**config.mk**
```make
export PLATFORM = sky130hd
export DESIGN_NAME = oar_top
export DESIGN_NICKNAME = d
export VERILOG_FILES = /design/src/hw/oar_alarm.v /design/src/hw/oar_scale.v /design/src/hw/oar_top.v
export VERILOG_INCLUDE_DIRS = /design/src /design/src/shared
export SDC_FILE = /design/constraint.sdc
export NUM_CORES = 2
export LEC_CHECK = 0
export BUFFER_PORTS_ARGS = -buffer_cell sky130_fd_sc_hd__buf_2
export CORE_MARGIN = 2
export CORE_UTILIZATION = 45
export CTS_BUF_LIST = sky130_fd_sc_hd__clkbuf_4 sky130_fd_sc_hd__clkbuf_8
export DETAILED_ROUTE_END_ITERATION = 12
export PLACE_DENSITY = 0.64
export SYNTH_ARGS = -nofsm -noshare
export SYNTH_HDL_FRONTEND = slang
export SYNTH_HIERARCHICAL = 1
export SYNTH_SLANG_ARGS = --single-unit
```
**constraint.sdc**
```tcl
create_clock -name CLK -period 174.9 [get_ports CLK]
set_input_delay 26.235 -clock CLK [delete_from_list [all_inputs] [get_ports CLK]]
set_output_delay 26.235 -clock CLK [all_outputs]
set_load 0.02 [all_outputs]
```
**src/shared/oar_defs.vh**
```
// Constants shared by the oxygen alarm and autorange logic.
`ifndef OAR_DEFS_VH
`define OAR_DEFS_VH
// Span calibration sequence states.
`define OAR_ST_ANALYZE 2'h0
`define OAR_ST_SPAN 2'h1
`define OAR_ST_FAIL 2'h2
// Analog range mode choices.
`define OAR_MODE_AUTO 2'h0
`define OAR_MODE_FIXED_LOW_RANGE_MODE 2'h1
`define OAR_MODE_FIXED_MEDIUM_RANGE_MODE 2'h2
`define OAR_MODE_FIXED_HIGH_RANGE_MODE 2'h3
// Range indices.
`define OAR_RNG_LO 2'h0
`define OAR_RNG_MED 2'h1
`define OAR_RNG_HI 2'h2
// Concentrations are in hundredths of a ppm.
`define OAR_DEF_LIM_LO 20'h003E8
`define OAR_DEF_LIM_MED 20'h02710
`define OAR_DEF_LIM_HI 20'h061A8
`define OAR_SETPOINT_MAX 20'hF4240
// Downshift threshold in percent of the lower range.
`define OAR_DOWN_PCT 27'h0000055
`define OAR_PCT_FULL 27'h0000064
// Span failure message time, clock rate and raw cell minimum.
`define OAR_FAIL_MSG_MS 5000
`define OAR_CLK_KHZ 20000
`define OAR_RAW_MIN 16'h0100
// Analog output codes.
`define OAR_DAC_FS 12'hFFF
`define OAR_RID_LO 12'h400
`define OAR_RID_MED 12'h800
`define OAR_RID_HI 12'hC00
`endif

```
**src/hw/oar_alarm.v**
```verilog
// One concentration alarm channel with direction, latch, failsafe and defeat.
`timescale 1ns/10ps
module oar_alarm
(
    input wire clk,
    input wire rst,
    input wire [19:0] conc,
    input wire [19:0] setpoint,
    input wire high_dir,
    input wire latch_sel,
    input wire failsafe_sel,
    input wire defeat_sel,
    output reg active_q,
    output reg relay_q
);
    reg latch_prev_q;
    reg defeat_prev_q;
    reg active_d;
    wire trip;
    wire clear_evt;

    assign trip = high_dir ? (conc > setpoint) : (conc < setpoint);
    assign clear_evt = (defeat_prev_q & ~defeat_sel) | (~latch_prev_q & latch_sel);

    always @*
    begin
        active_d = active_q;
        if (defeat_sel)
            active_d = 1'b0;
        else if (trip)
            active_d = 1'b1;
        else if (!latch_sel)
            active_d = 1'b0;
        else if (clear_evt)
            active_d = 1'b0;
    end

    always @(posedge clk or posedge rst)
    begin
        if (rst)
        begin
            active_q <= 1'b0;
            relay_q <= 1'b0;
            latch_prev_q <= 1'b0;
            defeat_prev_q <= 1'b0;
        end
        else
        begin
            active_q <= active_d;
            relay_q <= failsafe_sel ^ active_d;
            latch_prev_q <= latch_sel;
            defeat_prev_q <= defeat_sel;
        end
    end
endmodule

```
**src/hw/oar_scale.v**
```verilog
// Percent-of-range analog code and range identification code.
`timescale 1ns/10ps
`include "oar_defs.vh"
module oar_scale
(
    input wire clk,
    input wire rst,
    input wire [19:0] conc,
    input wire [19:0] limit,
    input wire [1:0] rng,
    output reg [11:0] conc_code_q,
    output reg [11:0] rid_code_q
);
    wire [31:0] prod;
    wire [31:0] quot;

    assign prod = {12'h000, conc} * 32'd4095;
    assign quot = (limit == 20'h00000) ? 32'h00000000 : prod / {12'h000, limit};

    always @(posedge clk or posedge rst)
    begin
        if (rst)
        begin
            conc_code_q <= 12'h000;
            rid_code_q <= `OAR_RID_LO;
        end
        else
        begin
            if (conc >= limit)
                conc_code_q <= `OAR_DAC_FS;
            else
                conc_code_q <= quot[11:0];
            case (rng)
                `OAR_RNG_LO: rid_code_q <= `OAR_RID_LO;
                `OAR_RNG_MED: rid_code_q <= `OAR_RID_MED;
                default: rid_code_q <= `OAR_RID_HI;
            endcase
        end
    end
endmodule

```
**src/hw/oar_top.v**
```verilog
// Span calibration checks, concentration alarms and autoranging output control.
`timescale 1ns/10ps
`include "oar_defs.vh"
// How it works
// - At span end check raw cell output; refuse span if below minimum.
// - Refused span restores previous calibration values and raises system alarm.
// - Refused span shows failure message five seconds, then returns to analyze.
// - Failure sets persistent flag and system alarm, cleared only by standby cycle.
// - Two configurable concentration alarms plus system alarm, each with relay.
// - High alarm trips above setpoint; low alarm trips below setpoint.
// - Failsafe de-energizes relay in alarm; otherwise relay energizes in alarm.
// - Latching alarm stays active after concentration recovers until reset.
// - Non-latching alarm clears as soon as concentration recovers.
// - Defeated alarm never activates.
// - Setpoints held in ppm, zero to 10000.00 with two decimals.
// - Latched alarm clears on defeat on-off or latching off-on toggle.
// - Three range limits start at zero; unset ones use 10, 100, 250 ppm.
// - Autorange moves up when concentration exceeds current range limit.
// - Autorange moves down only below 85 percent of lower range.
// - Range change updates percent-of-range output and range identification.
// - Fixed range clamps analog output at full scale above limit.
// - Display and serial report carry true full-precision concentration.
// - Range limits accepted only when strictly increasing low to high.
// - Range mode is automatic or fixed low, medium or high.
// - Factory default load sets range mode to automatic.
// - Manual span confirm forces span reading to entered value, then analyze.
// - Range identification is quarter, half, three quarters of full scale.
module oar_top
#(
    parameter FAIL_MSG_CYCLES = `OAR_FAIL_MSG_MS * `OAR_CLK_KHZ,
    parameter [15:0] RAW_MIN = `OAR_RAW_MIN
)
(
    input wire CLK,
    input wire RST,
    input wire [19:0] CONC,
    input wire STANDBY_PIN,
    input wire SYS_FAULT,
    input wire SPAN_BEGIN,
    input wire SPAN_DONE,
    input wire SPAN_MANUAL,
    input wire [19:0] SPAN_VALUE,
    input wire [15:0] SPAN_GAIN_NEW,
    input wire [15:0] RAW_CELL,
    input wire [1:0] ALM_SET_WR,
    input wire [19:0] ALM_SET_IN,
    input wire [1:0] ALM_HIGH,
    input wire [1:0] ALM_LATCH,
    input wire [1:0] ALM_FAILSAFE,
    input wire [1:0] ALM_DEFEAT,
    input wire RANGE_WR,
    input wire [19:0] RANGE_LO_IN,
    input wire [19:0] RANGE_MED_IN,
    input wire [19:0] RANGE_HI_IN,
    input wire MODE_WR,
    input wire [1:0] MODE_IN,
    input wire FACTORY_LOAD,
    output reg [1:0] CAL_STATE,
    output reg SPAN_FAIL_MSG,
    output reg CAL_FAIL_FLAG,
    output reg SYS_ALARM,
    output reg SYS_RELAY,
    output reg [15:0] CAL_GAIN,
    output reg [19:0] SPAN_READING,
    output wire [1:0] ALARM_ACTIVE,
    output wire [1:0] ALARM_RELAY,
    output reg [19:0] CONC_REPORT,
    output reg [1:0] RANGE_SEL,
    output reg [1:0] RANGE_MODE,
    output reg RANGE_REJECT,
    output wire [11:0] CONC_CODE,
    output wire [11:0] RANGE_ID_CODE
);
    localparam integer FAIL_LAST_INT = FAIL_MSG_CYCLES - 1;
    localparam [26:0] FAIL_LAST = FAIL_LAST_INT[26:0];

    //------------------------------------------------------------
    // Standby key synchroniser
    //------------------------------------------------------------
    reg stby_m_q;
    reg stby_s_q;
    reg stby_prev_q;
    wire stby_enter;

    always @(posedge CLK or posedge RST)
    begin
        if (RST)
        begin
            stby_m_q <= 1'b0;
            stby_s_q <= 1'b0;
            stby_prev_q <= 1'b0;
        end
        else
        begin
            stby_m_q <= STANDBY_PIN;
            stby_s_q <= stby_m_q;
            stby_prev_q <= stby_s_q;
        end
    end

    assign stby_enter = stby_s_q & ~stby_prev_q;

    //------------------------------------------------------------
    // Span calibration sequence
    //------------------------------------------------------------
    reg [1:0] st_q;
    reg [1:0] st_d;
    reg [26:0] msg_cnt_q;
    reg [15:0] gain_bak_q;
    reg fail_evt;
    wire raw_low;

    assign raw_low = RAW_CELL < RAW_MIN;

    always @*
    begin
        st_d = st_q;
        fail_evt = 1'b0;
        case (st_q)
            `OAR_ST_ANALYZE:
            begin
                if (SPAN_BEGIN)
                    st_d = `OAR_ST_SPAN;
            end
            `OAR_ST_SPAN:
            begin
                if (SPAN_DONE && raw_low)
                begin
                    fail_evt = 1'b1;
                    st_d = `OAR_ST_FAIL;
                end
                else if (SPAN_DONE)
                    st_d = `OAR_ST_ANALYZE;
            end
            `OAR_ST_FAIL:
            begin
                if (msg_cnt_q == FAIL_LAST)
                    st_d = `OAR_ST_ANALYZE;
            end
            default: st_d = `OAR_ST_ANALYZE;
        endcase
    end

    always @(posedge CLK or posedge RST)
    begin
        if (RST)
        begin
            st_q <= `OAR_ST_ANALYZE;
            msg_cnt_q <= 27'h0000000;
            gain_bak_q <= 16'h0000;
            CAL_GAIN <= 16'h0000;
            SPAN_READING <= 20'h00000;
            CAL_STATE <= `OAR_ST_ANALYZE;
            SPAN_FAIL_MSG <= 1'b0;
            CAL_FAIL_FLAG <= 1'b0;
            SYS_ALARM <= 1'b0;
            SYS_RELAY <= 1'b0;
        end
        else
        begin
            st_q <= st_d;
            CAL_STATE <= st_d;
            SPAN_FAIL_MSG <= (st_d == `OAR_ST_FAIL);
            if (st_q == `OAR_ST_FAIL)
                msg_cnt_q <= msg_cnt_q + 27'h0000001;
            else
                msg_cnt_q <= 27'h0000000;
            if (st_q == `OAR_ST_ANALYZE && SPAN_BEGIN)
                gain_bak_q <= CAL_GAIN;
            if (fail_evt)
                CAL_GAIN <= gain_bak_q;
            else if (st_q == `OAR_ST_SPAN)
                CAL_GAIN <= SPAN_GAIN_NEW;
            if (st_q == `OAR_ST_SPAN && SPAN_DONE && !raw_low && SPAN_MANUAL)
                SPAN_READING <= SPAN_VALUE;
            if (fail_evt)
                CAL_FAIL_FLAG <= 1'b1;
            else if (stby_enter)
                CAL_FAIL_FLAG <= 1'b0;
            SYS_ALARM <= SYS_FAULT | fail_evt | (CAL_FAIL_FLAG & ~stby_enter);
            SYS_RELAY <= SYS_FAULT | fail_evt | (CAL_FAIL_FLAG & ~stby_enter);
        end
    end

    //------------------------------------------------------------
    // Concentration alarms
    //------------------------------------------------------------
    reg [19:0] setp_q [0:1];
    genvar gi;

    generate
        for (gi = 0; gi < 2; gi = gi + 1)
        begin : g_alm
            always @(posedge CLK or posedge RST)
            begin
                if (RST)
                    setp_q[gi] <= 20'h00000;
                else if (ALM_SET_WR[gi])
                    setp_q[gi] <= (ALM_SET_IN > `OAR_SETPOINT_MAX) ?
                        `OAR_SETPOINT_MAX : ALM_SET_IN;
            end

            oar_alarm u_alarm
            (
                .clk(CLK),
                .rst(RST),
                .conc(CONC),
                .setpoint(setp_q[gi]),
                .high_dir(ALM_HIGH[gi]),
                .latch_sel(ALM_LATCH[gi]),
                .failsafe_sel(ALM_FAILSAFE[gi]),
                .defeat_sel(ALM_DEFEAT[gi]),
                .active_q(ALARM_ACTIVE[gi]),
                .relay_q(ALARM_RELAY[gi])
            );
        end
    endgenerate

    //------------------------------------------------------------
    // Range limits and mode
    //------------------------------------------------------------
    reg [19:0] lim_lo_q;
    reg [19:0] lim_md_q;
    reg [19:0] lim_hi_q;
    wire [19:0] eff_lo;
    wire [19:0] eff_md;
    wire [19:0] eff_hi;
    wire [19:0] new_lo;
    wire [19:0] new_md;
    wire [19:0] new_hi;
    wire lim_ok;

    assign eff_lo = (lim_lo_q == 20'h00000) ? `OAR_DEF_LIM_LO : lim_lo_q;
    assign eff_md = (lim_md_q == 20'h00000) ? `OAR_DEF_LIM_MED : lim_md_q;
    assign eff_hi = (lim_hi_q == 20'h00000) ? `OAR_DEF_LIM_HI : lim_hi_q;
    assign new_lo = (RANGE_LO_IN == 20'h00000) ? `OAR_DEF_LIM_LO : RANGE_LO_IN;
    assign new_md = (RANGE_MED_IN == 20'h00000) ? `OAR_DEF_LIM_MED : RANGE_MED_IN;
    assign new_hi = (RANGE_HI_IN == 20'h00000) ? `OAR_DEF_LIM_HI : RANGE_HI_IN;
    assign lim_ok = (new_lo < new_md) && (new_md < new_hi);

    always @(posedge CLK or posedge RST)
    begin
        if (RST)
        begin
            lim_lo_q <= 20'h00000;
            lim_md_q <= 20'h00000;
            lim_hi_q <= 20'h00000;
            RANGE_MODE <= `OAR_MODE_AUTO;
            RANGE_REJECT <= 1'b0;
        end
        else if (FACTORY_LOAD)
        begin
            lim_lo_q <= 20'h00000;
            lim_md_q <= 20'h00000;
            lim_hi_q <= 20'h00000;
            RANGE_MODE <= `OAR_MODE_AUTO;
            RANGE_REJECT <= 1'b0;
        end
        else
        begin
            if (RANGE_WR)
            begin
                RANGE_REJECT <= ~lim_ok;
                if (lim_ok)
                begin
                    lim_lo_q <= RANGE_LO_IN;
                    lim_md_q <= RANGE_MED_IN;
                    lim_hi_q <= RANGE_HI_IN;
                end
            end
            if (MODE_WR)
                RANGE_MODE <= MODE_IN;
        end
    end

    //------------------------------------------------------------
    // Range selection
    //------------------------------------------------------------
    reg [1:0] rng_d;
    reg [19:0] lim_cur;
    reg [19:0] lim_below;
    wire [26:0] conc_pct;
    wire [26:0] below_pct;

    always @*
    begin
        case (RANGE_SEL)
            `OAR_RNG_LO: lim_cur = eff_lo;
            `OAR_RNG_MED: lim_cur = eff_md;
            default: lim_cur = eff_hi;
        endcase
        lim_below = (RANGE_SEL == `OAR_RNG_HI) ? eff_md : eff_lo;
    end

    assign conc_pct = {7'h00, CONC} * `OAR_PCT_FULL;
    assign below_pct = {7'h00, lim_below} * `OAR_DOWN_PCT;

    always @*
    begin
        rng_d = RANGE_SEL;
        if (RANGE_MODE != `OAR_MODE_AUTO)
            rng_d = RANGE_MODE - 2'h1;
        else if (RANGE_SEL != `OAR_RNG_HI && CONC > lim_cur)
            rng_d = RANGE_SEL + 2'h1;
        else if (RANGE_SEL != `OAR_RNG_LO && conc_pct < below_pct)
            rng_d = RANGE_SEL - 2'h1;
    end

    always @(posedge CLK or posedge RST)
    begin
        if (RST)
        begin
            RANGE_SEL <= `OAR_RNG_LO;
            CONC_REPORT <= 20'h00000;
        end
        else
        begin
            RANGE_SEL <= rng_d;
            CONC_REPORT <= CONC;
        end
    end

    oar_scale u_scale
    (
        .clk(CLK),
        .rst(RST),
        .conc(CONC),
        .limit(lim_cur),
        .rng(RANGE_SEL),
        .conc_code_q(CONC_CODE),
        .rid_code_q(RANGE_ID_CODE)
    );
endmodule

```
# --- Yosys cells after proc, flatten, opt, wreduce, memory -nomap -nowiden ---
# Cells that the tools add are included.
totals:
  ff_bits: 244
  in_bits: 174
  out_inout_bits: 95
  word_cells: 152
op_classes:
  n_addsub: 4
  multipliers: 3
  div_mod_pow: 1
  magnitude_cmp: 11
  n_eq_ne: 7
  mux: 50
  n_bitwise: 19
  reduce_logical: 27
op_table:
  columns: ["operator", "n"]
  rows:
  - ["two-way mux 20 bit", 17]
  - ["zero test 20 bit", 7]
  - ["less-than comparator 20 bit", 4]
  - ["> comparator 20 bit", 3]
  - ["one-hot mux 20 bit (2 select lines)", 1]
  - ["divider 32 x 20 -> 32 bit", 1]
  - ["multiplier 20 x 12 -> 32 bit (second input constant)", 1]
  - ["two-way mux 16 bit", 2]
  - ["adder 27 x 1 -> 27 bit (second input constant)", 1]
  - ["equality test 27 bit (second input constant)", 1]
  - ["less-than comparator 27 bit", 1]
  - ["multiplier 20 x 7 -> 27 bit (second input constant)", 1]
  - ["two-way mux 27 bit", 1]
  - ["multiplier 20 x 5 -> 25 bit (second input constant)", 1]
  - ["two-way mux 12 bit", 2]
  - ["one-hot mux 12 bit (2 select lines)", 1]
  - ["greater-or-equal comparator 20 bit", 1]
  - ["> comparator 20 bit (second input constant)", 1]
  - ["two-way mux 2 bit", 9]
  - ["less-than comparator 16 x 9 -> 1 bit (second input constant)", 1]
  - ["two-way mux 1 bit", 16]
  - ["nonzero test 2 bit", 7]
  - ["logical AND 1 bit", 8]
  - ["inverter 1 bit", 7]
  - ["other kinds (13)", 27]

# --- Longest topological paths before layout ---
depth:
  ltp_word: 9
  mapped_depth: 471
  mapped_depth_nobuf: 434

# --- Cells and area by module ---
# Netlist, hierarchy kept.
modules_own_cells:
  columns: ["module", "n_inst", "cells_per_inst", "area_per_inst_um2", "seq_area_each_um2"]
  rows:
  - ["oar_scale", 1, 4220, 30954.7, 351.6]
  - ["oar_top", 1, 1676, 16186.8, 5305.1]
  - ["oar_alarm", 2, 83, 660.6, 100.1]

# --- Worst setup path before layout ---
# No wires, ideal clock.
synth_timing:
  path_kind: "input to register"
  from: "input port CONC[5]"
  to: "register u_scale.conc_code_q[0]"
  setup_ps: 141
  arrival_time_ps: 113777
  t_required_ps: 174759
  path_slack_ps: 60982
  path_stages: 444
  path_buffers: 47
  cell_sequence: "inv_1 -> fa_1 -> fa_1 -> fa_1 -> inv_1 -> fa_1 -> inv_1 -> fa_1 -> inv_1 -> ha_1 -> clkbuf_1 -> a211oi_1 -> o21bai_1 -> a32oi_1 -> a21oi_1 -> nor2_1 -> xor2_1 -> ha_1 -> [... 408 more ...] -> a21oi_1 -> nor2b_1 -> o21ai_0 -> nand2b_1 -> a21oi_1 -> nor2b_1 -> o21ai_0 -> nand2b_1 -> a21oi_1 -> nor2b_1 -> o21ai_0 -> nand2b_1 -> a21oi_1 -> o2111ai_1 -> a221oi_1 -> o211ai_1 -> nor4_1 -> a221oi_1"
synth_between:
  elab_chain_cells: 4
  elab_cells_between_ends: 5
  cone_classes: "mul (1); div (1); order compare (1); mux (2)"
synth_lines:
  columns: ["element", "line", "source"]
  rows:
  - ["start, declared", "oar_top.v:36", "input wire [19:0] CONC,"]
  - ["multiplier 20 x 12 -> 32 bit", "oar_scale.v:17", "assign prod = {12'h000, conc} * 32'd4095;"]
  - ["divider 32 x 20 -> 32 bit", "oar_scale.v:18", "assign quot = (limit == 20'h00000) ? 32'h00000000 : prod / {12'h000, limit};"]
  - ["two-way mux 12 bit", "oar_scale.v:18", null]
  - ["two-way mux 12 bit (*)", "oar_scale.v:29", "if (conc >= limit)"]
  - ["end signal, assigned", "oar_scale.v:30", "conc_code_q <= `OAR_DAC_FS;"]
  - ["end signal, assigned", "oar_scale.v:32", "conc_code_q <= quot[11:0];"]
  - ["end, declared", "oar_scale.v:11", "output reg [11:0] conc_code_q,"]
# Every way passes the cells marked *; elsewhere a longest branch is shown, timed or not.
# A chain may end at the register's enable or synchronous reset.

# --- Worst setup path after layout ---
# Ends and elaborated chain as after synthesis.

==> run_results.csv <==
group,metric,value,unit
status,status,"finished, final reports clean",
critical_path,critPathMaxFanout,40,
worst_hold_path,hp-class,"reg2reg",
layout,num-fill-cells,10600,
global_routing,grt_pass1_vias,43000,
global_routing,grt_usage,0.254,
cts,cts_buffers,38,
logic_synthesis,ys_ff_latch,234,
floorplan,core,107000,sq um
logic_synthesis,syn-cell-area,48500,sq um
logic_synthesis,synth_edf_count,0,
timing,rsz0062_at_grt,"no",
logic_synthesis,yosys.area.top_type,"ha_1",
floorplan,rows,120,
timing,whs,0.383,ns
placed_design,dp_hpwl,115000,um
logic_synthesis,synth_ff_type,"dfrtp_1",
critical_path,crit_path_frequent_cell,"o21a_1",
route,wl_per_cell,18.8,um
logic_synthesis,ys_seq_area_frac,0.121,
timing,worst_slack,47.94,ns
critical_path,startpoint_type,"primary input",
route,first_pass_iters,6,
route,drt_iter0_markers,3039,
route,wl,145000,um
logic_synthesis,synth.avg_cell_area,7.99,sq um
cts,insertion_delay,0.60,ns
timing,fin_crit,126.96,ns
timing,worstMarginPinSlew,1.09,ns
cts,htreeDepth,2,
global_routing,gr-total-overflow,0,
floorplan,dieArea,110000,sq um
cts,cts-resized-gates,0,
placed_design,dp_cells,7615,
logic_synthesis,synth.distinct_cells,127,
critical_path,max_stage_delay,0.80,ns
logic_synthesis,synth.area.top_cells,"ha_1 (21%), dfrtp_1 (12%), fa_1 (6.8%), mux2_2 (4.4%), inv_1 (4.4%)",
cts,clock-sinks,234,
layout,fin_nets,7390,
logic_synthesis,synth_top_area_share,0.207,
critical_path,crit_type,"in2reg",
cts,postCtsSetupBuffers,0,
layout,synthToLayoutAreaGrowth,7.35,%
timing,finalCritPeriodShare,0.726,
floorplan,pin_count,269,
critical_path,cp_slowest_cell,"o31ai_2",
cts,clk_pin_slew,0.07,ns
layout,seqCellArea,5860,sq um
logic_synthesis,ys_warn_count,6,
placed_design,gp_congestion,0.934,
global_routing,antenna_found_initial,7,
global_routing,grt_max_degree,144,
layout,multiInputGateArea,39800,sq um
run,drv_cap,0,
cts,cts_tree,"yes",
timing,setup_violations,0,
critical_path,arrival,127.40,ns
cts,cts_buffer_depth,3,
global_routing,grt_first_pass_wirelength,230000,um
cts,root_buffer,"clkbuf_8",
logic_synthesis,ys_async_sr_fraction,1.00,
route,vias,45200,
placed_design,preCtsSetupSlack,48.79,ns
cts,holdBufCountCts,0,
route,ant_nets,0,
floorplan,die_h,332,um
timing,fmax,7.88,MHz
critical_path,cp.required,175.33,ns
layout,drive_above_1_share,0.118,
route,drcViolationCount,0,
floorplan,start_util,0.453,
critical_path,end_kind,"flip-flop",
layout,fin_cells,7685,
logic_synthesis,syn_inst,6062,
timing,slew_headroom,0.272,
floorplan,die_w,332,um
route,vias_per_cell,5.88,
placed_design,port-buffer-count,250,
timing,tns,0,ns
timing,drv_slew,0,
timing,hold_viol_final,0,
timing,fin_worst_skew,0.0391,ns
==> path summary, 6_finish.rpt <==
| path | end | cells after the start | slack (ns) | from |
|---|---|---|---|---|
| hold reg to reg | stby_s_q | 0 | 0.38 | stby_m_q |
| min in group asynchronous | g_alm[1].u_alarm/active_q | 2 | 25.59 | RST |
| max in group asynchronous | CONC_REPORT[10] | 3 | 147.40 | RST |
| hold / removal | stby_s_q | 0 | 0.38 | stby_m_q |
| setup reg to reg | u_scale/conc_code_q[0] | 412 | 75.13 | RANGE_SEL[1] |
| setup / recovery | u_scale/conc_code_q[0] | 418 | 47.94 | CONC[5] |
==> registers in the layout (all words and copies together), names as in the netlist, 12 cells and up <==
signal and cells:
lim_md_q 20, CAL_GAIN 16, setp_q 40, SPAN_READING 20, msg_cnt_q 27, gain_bak_q 16
lim_hi_q 20, u_scale/conc_code_q 12, CONC_REPORT 20, lim_lo_q 20
==> through the flow <==
| stage | util | cell area, sq um |
|---|---|---|
| floorplan | - | 48500 |
| global placement | 0.479 | 51200 |
| detailed placement | 0.479 | 51200 |
| CTS | 0.487 | 52000 |
| global route | 0.487 | 52000 |
| finish | 0.487 | 52000 |
==> logic make-up (layout without fill, tap and decap cells) <==
kind of cell             Yosys count  in the layout  share of synthesized area
AO/OA/AOI/OAI                   1559           1559                      0.216
adder cells (fa/ha/maj)          965            965                      0.274
other                              1             12                  0.0000774
AND/OR/NAND/NOR                 1921           1921                      0.197
buffers and inverters            732            941                     0.0601
multiplexers                     320            320                     0.0718
flip-flops                       234            234                      0.121
XOR/XNOR                         330            330                     0.0596
==> Yosys cell counts (all sizes together), types with 18 or more instances <==
master,count
ha,800
inv,563
nor2,534
nand2,437
a21oi,406
o21ai,310
dfrtp,233
mux2,204
nor3,202
xnor2,177
o21a,165
fa,164
xor2,153
nand3,141
a21o,124
clkbuf,122
mux2i,116
o31ai,106
nor2b,77
and2,73
nand2b,71
or2,69
nand4,67
nor4,65
or3,56
o211ai,53
buf,47
a211oi,46
a31oi,46
and3,41
o21bai,27
a21boi,23
and4,21
a2111oi,19
a221oi,18
==> cell usage in the layout, fill, tap and decap left out, types with 26 or more instances in the layout <==
| cell | n |
|---|---|
| o21bai_1 | 26 |
| o211ai_1 | 51 |
| buf_4 | 60 |
| a31oi_1 | 44 |
| nor2b_1 | 77 |
| or3_1 | 54 |
| and3_1 | 41 |
| fa_1 | 164 |
| a21oi_1 | 405 |
| o31ai_1 | 97 |
| nand3_1 | 139 |
| a211oi_1 | 43 |
| buf_2 | 250 |
| mux2_2 | 190 |
| mux2i_1 | 114 |
| xnor2_1 | 177 |
| o21ai_0 | 291 |
| clkbuf_8 | 44 |
| nand4_1 | 65 |
| ha_1 | 800 |
| xor2_1 | 153 |
| nor4_1 | 58 |
| a21o_1 | 124 |
| inv_1 | 562 |
| nor3_1 | 197 |
| or2_2 | 68 |
| o21a_1 | 165 |
| and2_1 | 73 |
| dfrtp_1 | 233 |
| nand2_1 | 435 |
| nand2b_1 | 71 |
| nor2_1 | 532 |
==> worst max-delay path: cells and delay by family <==
kind,cells,cell delay (ns)
simple gates,108,23.33
compound gates,236,56.01
buf+inv,27,5.46
mux,8,2.69
xor+xnor,1,0.27
fa+ha+maj,38,13.07
==> layout make-up <==
class | count | share of cell area
Antenna cell | 2 | 0.0000962
Clock buffer | 55 | 0.0132
Timing Repair Buffer | 310 | 0.0327
Multi-Input combinational cell | 5105 | 0.765
Inverter | 563 | 0.0408
Tap cell | 1403 | 0.0337
Sequential cell | 234 | 0.113
Clock inverter | 13 | 0.00200
==> layer usage <==
layer | wire length, um | share of wire | global-route usage | up-vias
li1 | - | - | - | 22300
met1 | 67500 | 0.47 | 0.354 | 21400
met2 | 64500 | 0.45 | 0.417 | 1298
met3 | 8690 | 0.060 | 0.0284 | 206
met4 | 3920 | 0.027 | 0.0677 | 2
met5 | 13 | 0.000090 | 0 | -
Power is not shown: default switching activity piles up to over one toggle a cycle in this logic, so the estimate is an artifact.
